===== src/hdl/blc_consts.svh =====
// Purpose: Offsets, field positions, reset values and codes of the byte-lane and clock control block
// Assumes: 16-bit register port, registers at their printed word offsets
// Notes: Definitions only
`ifndef BLC_CONSTS_SVH
`define BLC_CONSTS_SVH

// ========================================
// Register offsets
`define BLC_ADDR_CLK_RATE 16'h1c26
`define BLC_ADDR_BYTE_LANE 16'h1c33

// ========================================
// Fields and reset values
`define BLC_FULL_RATE_BIT 0
`define BLC_LANE_MSB 1
`define BLC_LANE_LSB 0
`define BLC_CLK_RATE_RST 1'h1
`define BLC_BYTE_LANE_RST 2'h0
`define BLC_RDATA_ZERO 16'h0000

// ========================================
// Byte-lane select codes
`define BLC_LANE_WORD 2'h0
`define BLC_LANE_HIGH 2'h1
`define BLC_LANE_LOW 2'h2
`define BLC_LANE_RSVD 2'h3

// ========================================
// External bus width codes
`define BLC_BUS_8 2'h0
`define BLC_BUS_16 2'h1

// ========================================
// Byte enables, bit 1 is the upper byte
`define BLC_BE_BOTH 2'h3
`define BLC_BE_HIGH 2'h2
`define BLC_BE_LOW 2'h1

`endif


===== src/hdl/blc_pkg.sv =====
// Purpose: Types of the byte-lane and clock control block
// Assumes: Constants live in blc_consts.svh
// Notes: Nothing here is imported, users write blc_pkg::name
package blc_pkg;

	// ========================================
	// Address spaces a CPU word access can target
	typedef enum logic [1:0] {
		BLC_SP_OTHER,
		BLC_SP_EXT_MEM,
		BLC_SP_EXTERNAL_MEMORY_PORT_REG,
		BLC_SP_USB_REG
	} blc_space_t;

	// Split sequencer for an 8-bit external bus
	typedef enum logic {
		BLC_IDLE,
		BLC_SECOND
	} blc_seq_t;

	// Register port from software
	typedef struct packed {
		logic [15:0] addr;
		logic [15:0] wdata;
		logic wr;
		logic rd;
	} blc_rbus_t;

	// CPU word access request
	typedef struct packed {
		logic valid;
		logic write;
		blc_space_t space;
	} blc_cpu_acc_t;

	// Register-space access with byte enables
	typedef struct packed {
		logic valid;
		logic write;
		blc_space_t space;
		logic [1:0] be;
	} blc_reg_acc_t;

	// External memory access; on an 8-bit bus be names the CPU byte carried
	typedef struct packed {
		logic req;
		logic write;
		logic w16;
		logic [1:0] be;
	} blc_ext_acc_t;

	// Whole state of the block
	typedef struct packed {
		logic [1:0] lane;
		logic full_rate;
		logic [15:0] rdata;
		logic div_ph;
		logic async_tick;
		logic sync_tick;
		blc_seq_t seq;
		logic busy;
		blc_reg_acc_t reg_acc;
		blc_ext_acc_t ext;
	} blc_state_t;

endpackage


===== src/hdl/blc_byte_lane_ctrl.sv =====
// Purpose: Byte-lane masking of CPU word accesses and external memory port clock rate select
// Assumes: CPU issues one word access per cycle while o_cpu_busy is low
// Notes: All outputs come from the state register
//
// Contract
// - Memory-side lane select masks only external memory and its port registers.
// - USB lane select masks only USB register accesses, nothing else.
// - Port register access: 00b whole, 01b upper byte, 10b lower byte.
// - USB register access: 00b whole, 01b upper byte, 10b lower byte.
// - Word mode, 16-bit bus: one 16-bit external access per CPU word.
// - Word mode, 8-bit bus: two 8-bit external accesses per CPU word.
// - High-byte mode, 16-bit bus: one access, upper lane only.
// - Low-byte mode, 16-bit bus: one access, lower lane only.
// - Either byte mode, 8-bit bus: exactly one 8-bit access per word.
// - Lane field in bits 1-0 covers data and program; code 3h unused.
// - Rate bit 0 resets to 1: full rate when set, half when cleared.
// - Half rate applies to asynchronous and synchronous memory timing alike.
`include "blc_consts.svh"
`timescale 1ns/1ps
`default_nettype none

module blc_byte_lane_ctrl (
	input wire logic i_ref_clk,
	input wire logic i_nrst,
	input wire blc_pkg::blc_rbus_t i_rbus,
	output logic [15:0] o_rdata,
	input wire blc_pkg::blc_cpu_acc_t i_cpu,
	input wire logic [1:0] i_ext_bus_width_select,
	input wire logic [1:0] i_usb_byte_lane_select,
	output logic o_cpu_busy,
	output blc_pkg::blc_reg_acc_t o_reg_acc,
	output blc_pkg::blc_ext_acc_t o_ext,
	output logic o_full_rate_select,
	output logic o_async_tick,
	output logic o_sync_tick
);

	// ========================================
	// Lane decode, shared by both selects
	function automatic logic [1:0] lane_be(input logic [1:0] sel);
		logic [1:0] be;
		be = `BLC_BE_BOTH;
		if (sel == `BLC_LANE_HIGH) begin
			be = `BLC_BE_HIGH;
		end else if (sel == `BLC_LANE_LOW) begin
			be = `BLC_BE_LOW;
		end
		return be;
	endfunction

	blc_pkg::blc_state_t st_r;
	blc_pkg::blc_state_t st_nxt;
	logic bus8;

	// Anything but the 8-bit code is run as a 16-bit bus
	assign bus8 = (i_ext_bus_width_select == `BLC_BUS_8);

	// ========================================
	// Next state
	always_comb begin
		st_nxt = st_r;
		// Read data stands one cycle only; unmapped reads give zero
		st_nxt.rdata = `BLC_RDATA_ZERO;
		st_nxt.reg_acc.valid = 1'b0;
		st_nxt.ext.req = 1'b0;

		// Register writes; reserved bits are simply not stored
		// reserved bits
		if (i_rbus.wr) begin
			if (i_rbus.addr == `BLC_ADDR_CLK_RATE) begin
				st_nxt.full_rate = i_rbus.wdata[`BLC_FULL_RATE_BIT];
			end else if (i_rbus.addr == `BLC_ADDR_BYTE_LANE) begin
				if (i_rbus.wdata[`BLC_LANE_MSB:`BLC_LANE_LSB] != `BLC_LANE_RSVD) begin
					st_nxt.lane = i_rbus.wdata[`BLC_LANE_MSB:`BLC_LANE_LSB];
				end
			end
		end

		// Register reads, zero above the fields
		// reads zero
		if (i_rbus.rd) begin
			if (i_rbus.addr == `BLC_ADDR_CLK_RATE) begin
				st_nxt.rdata = {15'h0000, st_r.full_rate};
			end else if (i_rbus.addr == `BLC_ADDR_BYTE_LANE) begin
				st_nxt.rdata = {14'h0000, st_r.lane};
			end
		end

		// One divider feeds both timing engines so they never drift apart
		// rate select
		st_nxt.div_ph = st_r.full_rate ? 1'b0 : ~st_r.div_ph;
		st_nxt.async_tick = st_r.full_rate | ~st_r.div_ph;
		st_nxt.sync_tick = st_r.full_rate | ~st_r.div_ph;

		// CPU access translation
		case (st_r.seq)
			blc_pkg::BLC_IDLE: begin
				if (i_cpu.valid) begin
					if (i_cpu.space == blc_pkg::BLC_SP_EXT_MEM) begin
						st_nxt.ext.req = 1'b1;
						st_nxt.ext.write = i_cpu.write;
						st_nxt.ext.be = lane_be(st_r.lane);
						if (bus8) begin
							st_nxt.ext.w16 = 1'b0;
							if (st_r.lane == `BLC_LANE_WORD) begin
								st_nxt.ext.be = `BLC_BE_LOW;
								st_nxt.seq = blc_pkg::BLC_SECOND;
								st_nxt.busy = 1'b1;
							end
						end else begin
							st_nxt.ext.w16 = 1'b1;
						end
					end else begin
						st_nxt.reg_acc.valid = 1'b1;
						st_nxt.reg_acc.write = i_cpu.write;
						st_nxt.reg_acc.space = i_cpu.space;
						st_nxt.reg_acc.be = `BLC_BE_BOTH;
						if (i_cpu.space == blc_pkg::BLC_SP_EXTERNAL_MEMORY_PORT_REG) begin
							st_nxt.reg_acc.be = lane_be(st_r.lane);
						end else if (i_cpu.space == blc_pkg::BLC_SP_USB_REG) begin
							st_nxt.reg_acc.be = lane_be(i_usb_byte_lane_select);
						end
					end
				end
			end
			blc_pkg::BLC_SECOND: begin
				// Upper byte of a split word; requests meanwhile are dropped
				st_nxt.ext.req = 1'b1;
				st_nxt.ext.w16 = 1'b0;
				st_nxt.ext.be = `BLC_BE_HIGH;
				st_nxt.seq = blc_pkg::BLC_IDLE;
				st_nxt.busy = 1'b0;
			end
			default: begin
				st_nxt.seq = blc_pkg::BLC_IDLE;
			end
		endcase
	end

	// ========================================
	// State register, synchronous reset
	always_ff @(posedge i_ref_clk) begin
		if (!i_nrst) begin
			st_r <= '0;
			st_r.lane <= `BLC_BYTE_LANE_RST;
			st_r.full_rate <= `BLC_CLK_RATE_RST;
			st_r.seq <= blc_pkg::BLC_IDLE;
		end else begin
			st_r <= st_nxt;
		end
	end

	// ========================================
	// Outputs
	assign o_rdata = st_r.rdata;
	assign o_cpu_busy = st_r.busy;
	assign o_reg_acc = st_r.reg_acc;
	assign o_ext = st_r.ext;
	assign o_full_rate_select = st_r.full_rate;
	assign o_async_tick = st_r.async_tick;
	assign o_sync_tick = st_r.sync_tick;

	logic idle_acc;
	assign idle_acc = i_cpu.valid && !st_r.busy;
endmodule

`default_nettype wire


===== config.mk =====
export PLATFORM = sky130hd
export DESIGN_NAME = blc_byte_lane_ctrl
export DESIGN_NICKNAME = d
export VERILOG_FILES = /design/src/hdl/blc_pkg.sv /design/src/hdl/blc_byte_lane_ctrl.sv
export VERILOG_INCLUDE_DIRS = /design/src /design/src/hdl
export SDC_FILE = /design/constraint.sdc
export NUM_CORES = 1
export LEC_CHECK = 0
export ABC_AREA = 1
export BUFFER_PORTS_ARGS = -buffer_cell sky130_fd_sc_hd__buf_4
export CAP_MARGIN = 30
export CORE_MARGIN = 4
export CORE_UTILIZATION = 46
export CTS_BUF_LIST = sky130_fd_sc_hd__clkbuf_8
export CTS_CLUSTER_SIZE = 10
export DETAILED_ROUTE_END_ITERATION = 16
export PLACE_DENSITY = 0.87
export SYNTH_ARGS = -nofsm -noshare
export SYNTH_HDL_FRONTEND = slang
export SYNTH_SLANG_ARGS = --single-unit

===== constraint.sdc =====
create_clock -name i_ref_clk -period 2.6 [get_ports i_ref_clk]
set_clock_uncertainty 0.2 [all_clocks]
set_input_delay 0 -clock i_ref_clk [delete_from_list [all_inputs] [get_ports i_ref_clk]]
set_output_delay 0 -clock i_ref_clk [all_outputs]
set_load 0.1 [all_outputs]

==> run metrics, run 1 <==
CP max stage delay 0.55 ns; Critical Path Slowest Stage Cell dlygate4sd3_1; global placement routability congestion around 0.8; worst skew pair latency roughly 0.26 ns; Crit path arrival time ~2.5 ns; mean post-synth cell area ~6.9 sq um; met3 Track Usage GR between 4 and 5%; Hold Path Sink o_rdata[0]$_SDFF_PN0_; fin crit share roughly 96%; CP Capture Type flop; warnings from Yosys 0; RR Startpoint st_r[12]$_SDFF_PP0_; Max-cap violations 0; Remaining DRCs 0; Fin Setup TNS 0 ns; area delta synth->final 49.89%; Max Root-Sink Buffers 2; drt initial violations 60; Slew Viols, Final 0; crit path max fanout 4; Hold/Removal Path Class in2reg; clock slew at reported path FFs ~0.080 ns; first-pass GRT wire length approximately 5300 microns; DP HPWL 1796 microns; synth unique cells 23; CP cell instances dlygate4sd3_1 -> buf_4 -> inv_2 -> nand2_1 -> nor2_1 -> nand2_1 -> nor2_2 -> nand2_2 -> nor2_1 -> dlygate4sd3_1 -> nor2_1 -> dlygate4sd3_1; initial antenna violation count 0; maximum clock frequency 0.4012 GHz; Pwr Density between 500 and 600 nW/um^2; IO Pins 75; GRT Overall Usage between 20% and 30%; post-route cell area between 1500 and 2000 sq um; Post-Synthesis Cells ~170; hold_sp i_rbus[33]; core area 2276 sq um; CP delay by family, top buffers and inverters; largest net degree at the start of global routing 14; area of placed instances 1355 sq um; sequential area share after synthesis 35.09%; top-area cell type share of the netlist area between 30% and 40%; first drt pass iteration count 4; worst reg2reg setup slack about 0.26 ns; met1 Use GR a little under a quarter; met2 Track Usage GR 35.97%; Inst Count DP approximately 220; CP required between 2 and 3 ns; VDD IR max roughly 0.42 mV; CTS tree built; die outline area approximately 3300 sq um; chip height 57.81 microns; status finished, final reports clean; drt wl/cell roughly 13 microns; dominant cell type by area after synthesis dfxtp_1; Area contributors post-synth dfxtp_1 (35%), buf_4 (18%), nand2_1 (11%); DR vias/cell between 4 and 5; post-route non-filler standard cell count 258; busiest layer in global routing met2; Final Hold Fails 0; layout cell share with drive strength beyond 1 29.13%; Setup CP Type in2reg; final setup fails 0; number of synthesized register bits 20; Buf+Inv Stages, Crit Path 5; antenna cells 0; vias in the first global route 1,185; Stages on worst setup path 12; mapped cell area between 1000 and 1500 sq um; P_leak 0.0008883 uW; CTS buffer count 3; # rows 17; nets 275; Critical Path Start Type input port; width of the die just under 60 microns; routed wire length roughly 3300 microns; Setup Buffers After CTS 0; RSZ-0062 raised after global routing no; minimum period implied by the final worst setup slack between 2 and 2.5 ns; Sinks on Clock Net 20; IO Port Bufs 46; Routed Antenna Nets 0; Initial Util 50.14%; vias ~1.2k; worst r2r path cells 8; root buffer cell clkbuf_8; reg2reg end o_ext[3]$_SDFFE_PN0P_; Hold Path Depth 8; total gr overflow 0; H-Tree Depth 1
-- registers in the layout, summed over array words and instances, names as in the netlist --
register            flops
o_cpu_busy              1
o_ext                   5
o_full_rate_select      1
o_rdata                 2
o_reg_acc               6
o_sync_tick             1
st_r                    4
-- layout make-up --
cell class,instances,area [sq um]
clock buffers,4,55.05
flip-flops and latches,20,400.4
repair buffers,76,645.6
multi-input cells,107,488.0
fillers,150,565.5
inverters,23,86.33
well taps,28,35.03
-- worst max path at each step --
stage,start,to,slack [ns]
6_report,i_rbus[20],st_r[34]$_SDFFE_PN0P_,0.11
5_1_grt,i_rbus[20],st_r[34]$_SDFFE_PN0P_,0.002
4_1_cts,i_rbus[20],st_r[33]$_SDFFE_PN0P_,0.23
3_5_place_dp,st_r[12]$_SDFF_PP0_,o_reg_acc[1]$_SDFFE_PN0P_,1.37
3_3_place_gp,st_r[12]$_SDFF_PP0_,o_reg_acc[1]$_SDFFE_PN0P_,1.39
2_1_floorplan,o_sync_tick$_SDFF_PN0_,o_sync_tick,1.04
-- per-layer routing --
layer | part of all wire [%] | vias to the layer above
met5 | 0 | -
met4 | 3.9 | 0
met3 | 9.0 | 14
met2 | 50 | 73
met1 | 37 | 547
li1 | - | 596
-- layout by cell type (no fill, tap or decap), drive strengths merged --
| cell | count |
|---|---|
| a31o | 1 |
| clkbuf | 4 |
| dfxtp | 20 |
| nand3 | 6 |
| a31oi | 1 |
| buf | 46 |
| dlygate4sd3 | 30 |
| nand2 | 37 |
| conb | 14 |
| nor2 | 27 |
| nor4 | 1 |
| o21ai | 9 |
| and2b | 1 |
| o31ai | 1 |
| inv | 23 |
| nor3 | 2 |
| a21oi | 7 |
-- cell families after synthesis --
kind of cell           count (synthesis)  synth area share, %
DFF                                   20                35.09
buffers and inverters                 52                26.42
and+or+nand+nor                       74                28.84
other                                  1               0.3286
AOI/OAI and AO/OA                     19                9.321
-- power breakdown --
part           switching, uW  internal [uW]
Combinational            228           79.9
Sequential              5.42            317
Clock                    107            135
Total                    340            532
-- repair_timing --
item,4_1_cts,5_1_grt
hold buffers,30,0
endpoints found under the hold margin,19,0
resized for setup,0,0
-- worst min-delay path, stage by stage --
cell and delay (ns):
buf_4 0.07, inv_1 0.03, nand2_1 0.06, nor2_2 0.04, nand2_2 0.07, nor2_2 0.05
nand2_1 0.11, a21oi_2 0.07
-- Yosys cell counts, drive strengths merged --
cell type  number
a21oi           7
a31o            1
a31oi           1
and2b           1
buf            29
conb            1
dfxtp          20
inv            23
nand2          37
nand3           6
nor2           27
nor3            2
nor4            1
o21ai           9
o31ai           1
-- metrics by stage --
step,setup slack (ns),hold WS [ns],power [uW],utilization (%)
6_report,0.1072,0.07721,872.2,75.15
5_1_grt,0.001621,0.1184,898.5,75.15
4_1_cts,0.2301,0.01560,863.9,75.15
3_5_place_dp,1.369,0.04791,602.6,59.54
3_3_place_gp,1.388,0.04504,600.9,59.54
2_1_floorplan,1.044,-0.06510,571.1,-
(Power assumes the default switching activity.)
==> run 2, diff against run 1 <==
--- a/config.mk
+++ b/config.mk
@@ -9,6 +9,7 @@
 export ABC_AREA = 1
 export BUFFER_PORTS_ARGS = -buffer_cell sky130_fd_sc_hd__buf_4
 export CAP_MARGIN = 30
+export CORE_ASPECT_RATIO = 0.6
 export CORE_MARGIN = 4
 export CORE_UTILIZATION = 46
 export CTS_BUF_LIST = sky130_fd_sc_hd__clkbuf_8
==> run 2 against run 1 <==
Effect of this change: register-to-register slack better by 0.16 ns; power up 9.3%; fmax down 1.3%; flip-flop and latch count unchanged; sequential power about the same; sequential share of layout area down 0.39 points; routed wire length up 12%.
==> run metrics, run 2 (synthesis results as in run 1) <==
Max-cap violations 0 (unchanged); largest net degree at the start of global routing 14 (unchanged); first-pass GRT wire length 5733 microns (+8.3%); number of flip-flops in the largest register 6 (unchanged); layout cell share with drive strength beyond 1 30.13% (+1.0 points); Slew Viols, Final 0 (unchanged); IO Port Bufs 46 (unchanged); fin crit share 97.11% (+1.2 points); Setup CP Type in2reg; DR vias/cell 4.792 (+0.50%); Pwr Total 953.5 uW (+9.3%); Sinks on Clock Net 20 (unchanged); Initial Util 50.47% (+0.33 points); minimum period implied by the final worst setup slack 2.525 ns (+0.03216 ns); P_leak 0.0008933 uW (+0.55%); global placement routability congestion 0.8138 (+2.7%); final setup fails 0 (unchanged); clock slew at reported path FFs 0.08 ns (about the same); # rows 13 (-4); Max Root-Sink Buffers 2 (unchanged); CTS buffer count 3 (unchanged); area delta synth->final 52.41%; most common cell after layout, fill and taps aside buf_4; H-Tree Depth 1 (unchanged); first drt pass iteration count 4 (unchanged); core area 2261 sq um (-0.66%); Pwr Density 548.2 nW/um^2 (+7.5%); Crit path arrival time 2.48 ns (+0.03 ns); CP required 2.56 ns (about the same); GRT Overall Usage 23.26% (+2.4 points); Filler cells 136 (-9.3%); total gr overflow 0 (unchanged); crit path max fanout 4 (unchanged); Final Hold Fails 0 (unchanged); die outline area 3368 sq um (+0.79%); DP HPWL 2061 microns (+15%); VDD IR max 0.3164 mV (-24%); status finished, final reports clean; vias in the first global route 1,201 (+1.4%); width of the die 72.30 microns (+25%); maximum clock frequency 0.3961 GHz (-1.3%); IO Pins 75 (unchanged); root buffer cell clkbuf_8; Remaining DRCs 0 (unchanged); initial antenna violation count 0 (unchanged); CTS tree built; routed wire length 3725 microns (+12%); CP Capture Type flop; Hold/Removal Path Class in2reg; RSZ-0062 raised after global routing no; worst skew pair latency 0.27 ns (about the same); chip height 46.58 microns (-19%); drt initial violations 81 (+35%); Routed Antenna Nets 0 (unchanged); drt wl/cell 14.38 microns (+11%); commonest non-fill, non-tap cells in the layout buf_4 (46), nand2_1 (34), dlygate4sd3_1 (29); nets 274 (-0.36%); antenna cells 0 (unchanged); Critical Path Start Type input port; vias 1,241 (+0.89%); Fin Setup TNS 0 ns (unchanged)
[run 2: where the power goes]
part,total (uW),internal (uW),switching [uW]
sequential,323,317,5.60
combinational,311,79.2,232
clock,319,206,114
total,953,602,351
[run 2: final timing paths]
check                                            from                         to  slack (ns)  cells past startpoint
worst max-delay path                       i_rbus[31]      st_r[34]$_SDFFE_PN0P_        0.08                     12
worst min-delay path                       i_rbus[33]      o_rdata[0]$_SDFF_PN0_        0.06                      8
worst max register to register  st_r[34]$_SDFFE_PN0P_  o_reg_acc[0]$_SDFFE_PN0P_        0.42                      6
worst min register to register    st_r[15]$_SDFF_PP0_        st_r[15]$_SDFF_PP0_        0.26                      1
[run 2: final cells by class]
type | instances | area, sq um | share of cell area [%]
Timing Repair Buffer | 75 | 635.6 | 36.55
Multi-Input combinational cell | 107 | 508.0 | 29.21
Sequential cell | 20 | 400.4 | 23.02
Inverter | 23 | 86.33 | 4.964
Clock buffer | 3 | 41.29 | 2.374
Tap cell | 30 | 37.54 | 2.158
Clock inverter | 1 | 30.03 | 1.727
[run 2: worst max-delay path, cell delays in order]
cell	delay (ns)
dlygate4sd3_1	0.54
buf_4	0.14
inv_1	0.05
nand2_1	0.07
nor2_2	0.11
nand2_2	0.10
nor2_4	0.14
nand2_4	0.09
nor2_4	0.09
dlygate4sd3_1	0.56
nor2_1	0.05
dlygate4sd3_1	0.55
[run 2: stage by stage]
stage               hold WS, ns  util (%)  cells  setup slack (ns)  area (sq um)
floorplan              -0.06510         -    179             1.044          1190
global placement        0.03878     60.04    226             1.381          1358
detailed placement      0.04540     60.04    226             1.376          1358
CTS                     0.03165     76.48    260            0.1741          1729
global route            0.07912     76.92    259           0.01929          1739
finish                  0.06016     76.92    259           0.07508          1739
[run 2: routing by layer]
metal	wire length (microns)	part of all wire, %	track usage, %	up-vias
met4	33	0.89	5.618	0
met2	1831	49	40.87	76
met5	0	0	0	-
met3	415	11	10.02	6
li1	-	-	-	592
met1	1444	39	26.53	567
[run 2: what timing repair did]
item	4_1_cts	5_1_grt
setup buffers	0	0
gates resized for setup	0	5
setup endpoints to repair	0	2
endpoints found under the hold margin	18	0
hold buffers	30	0
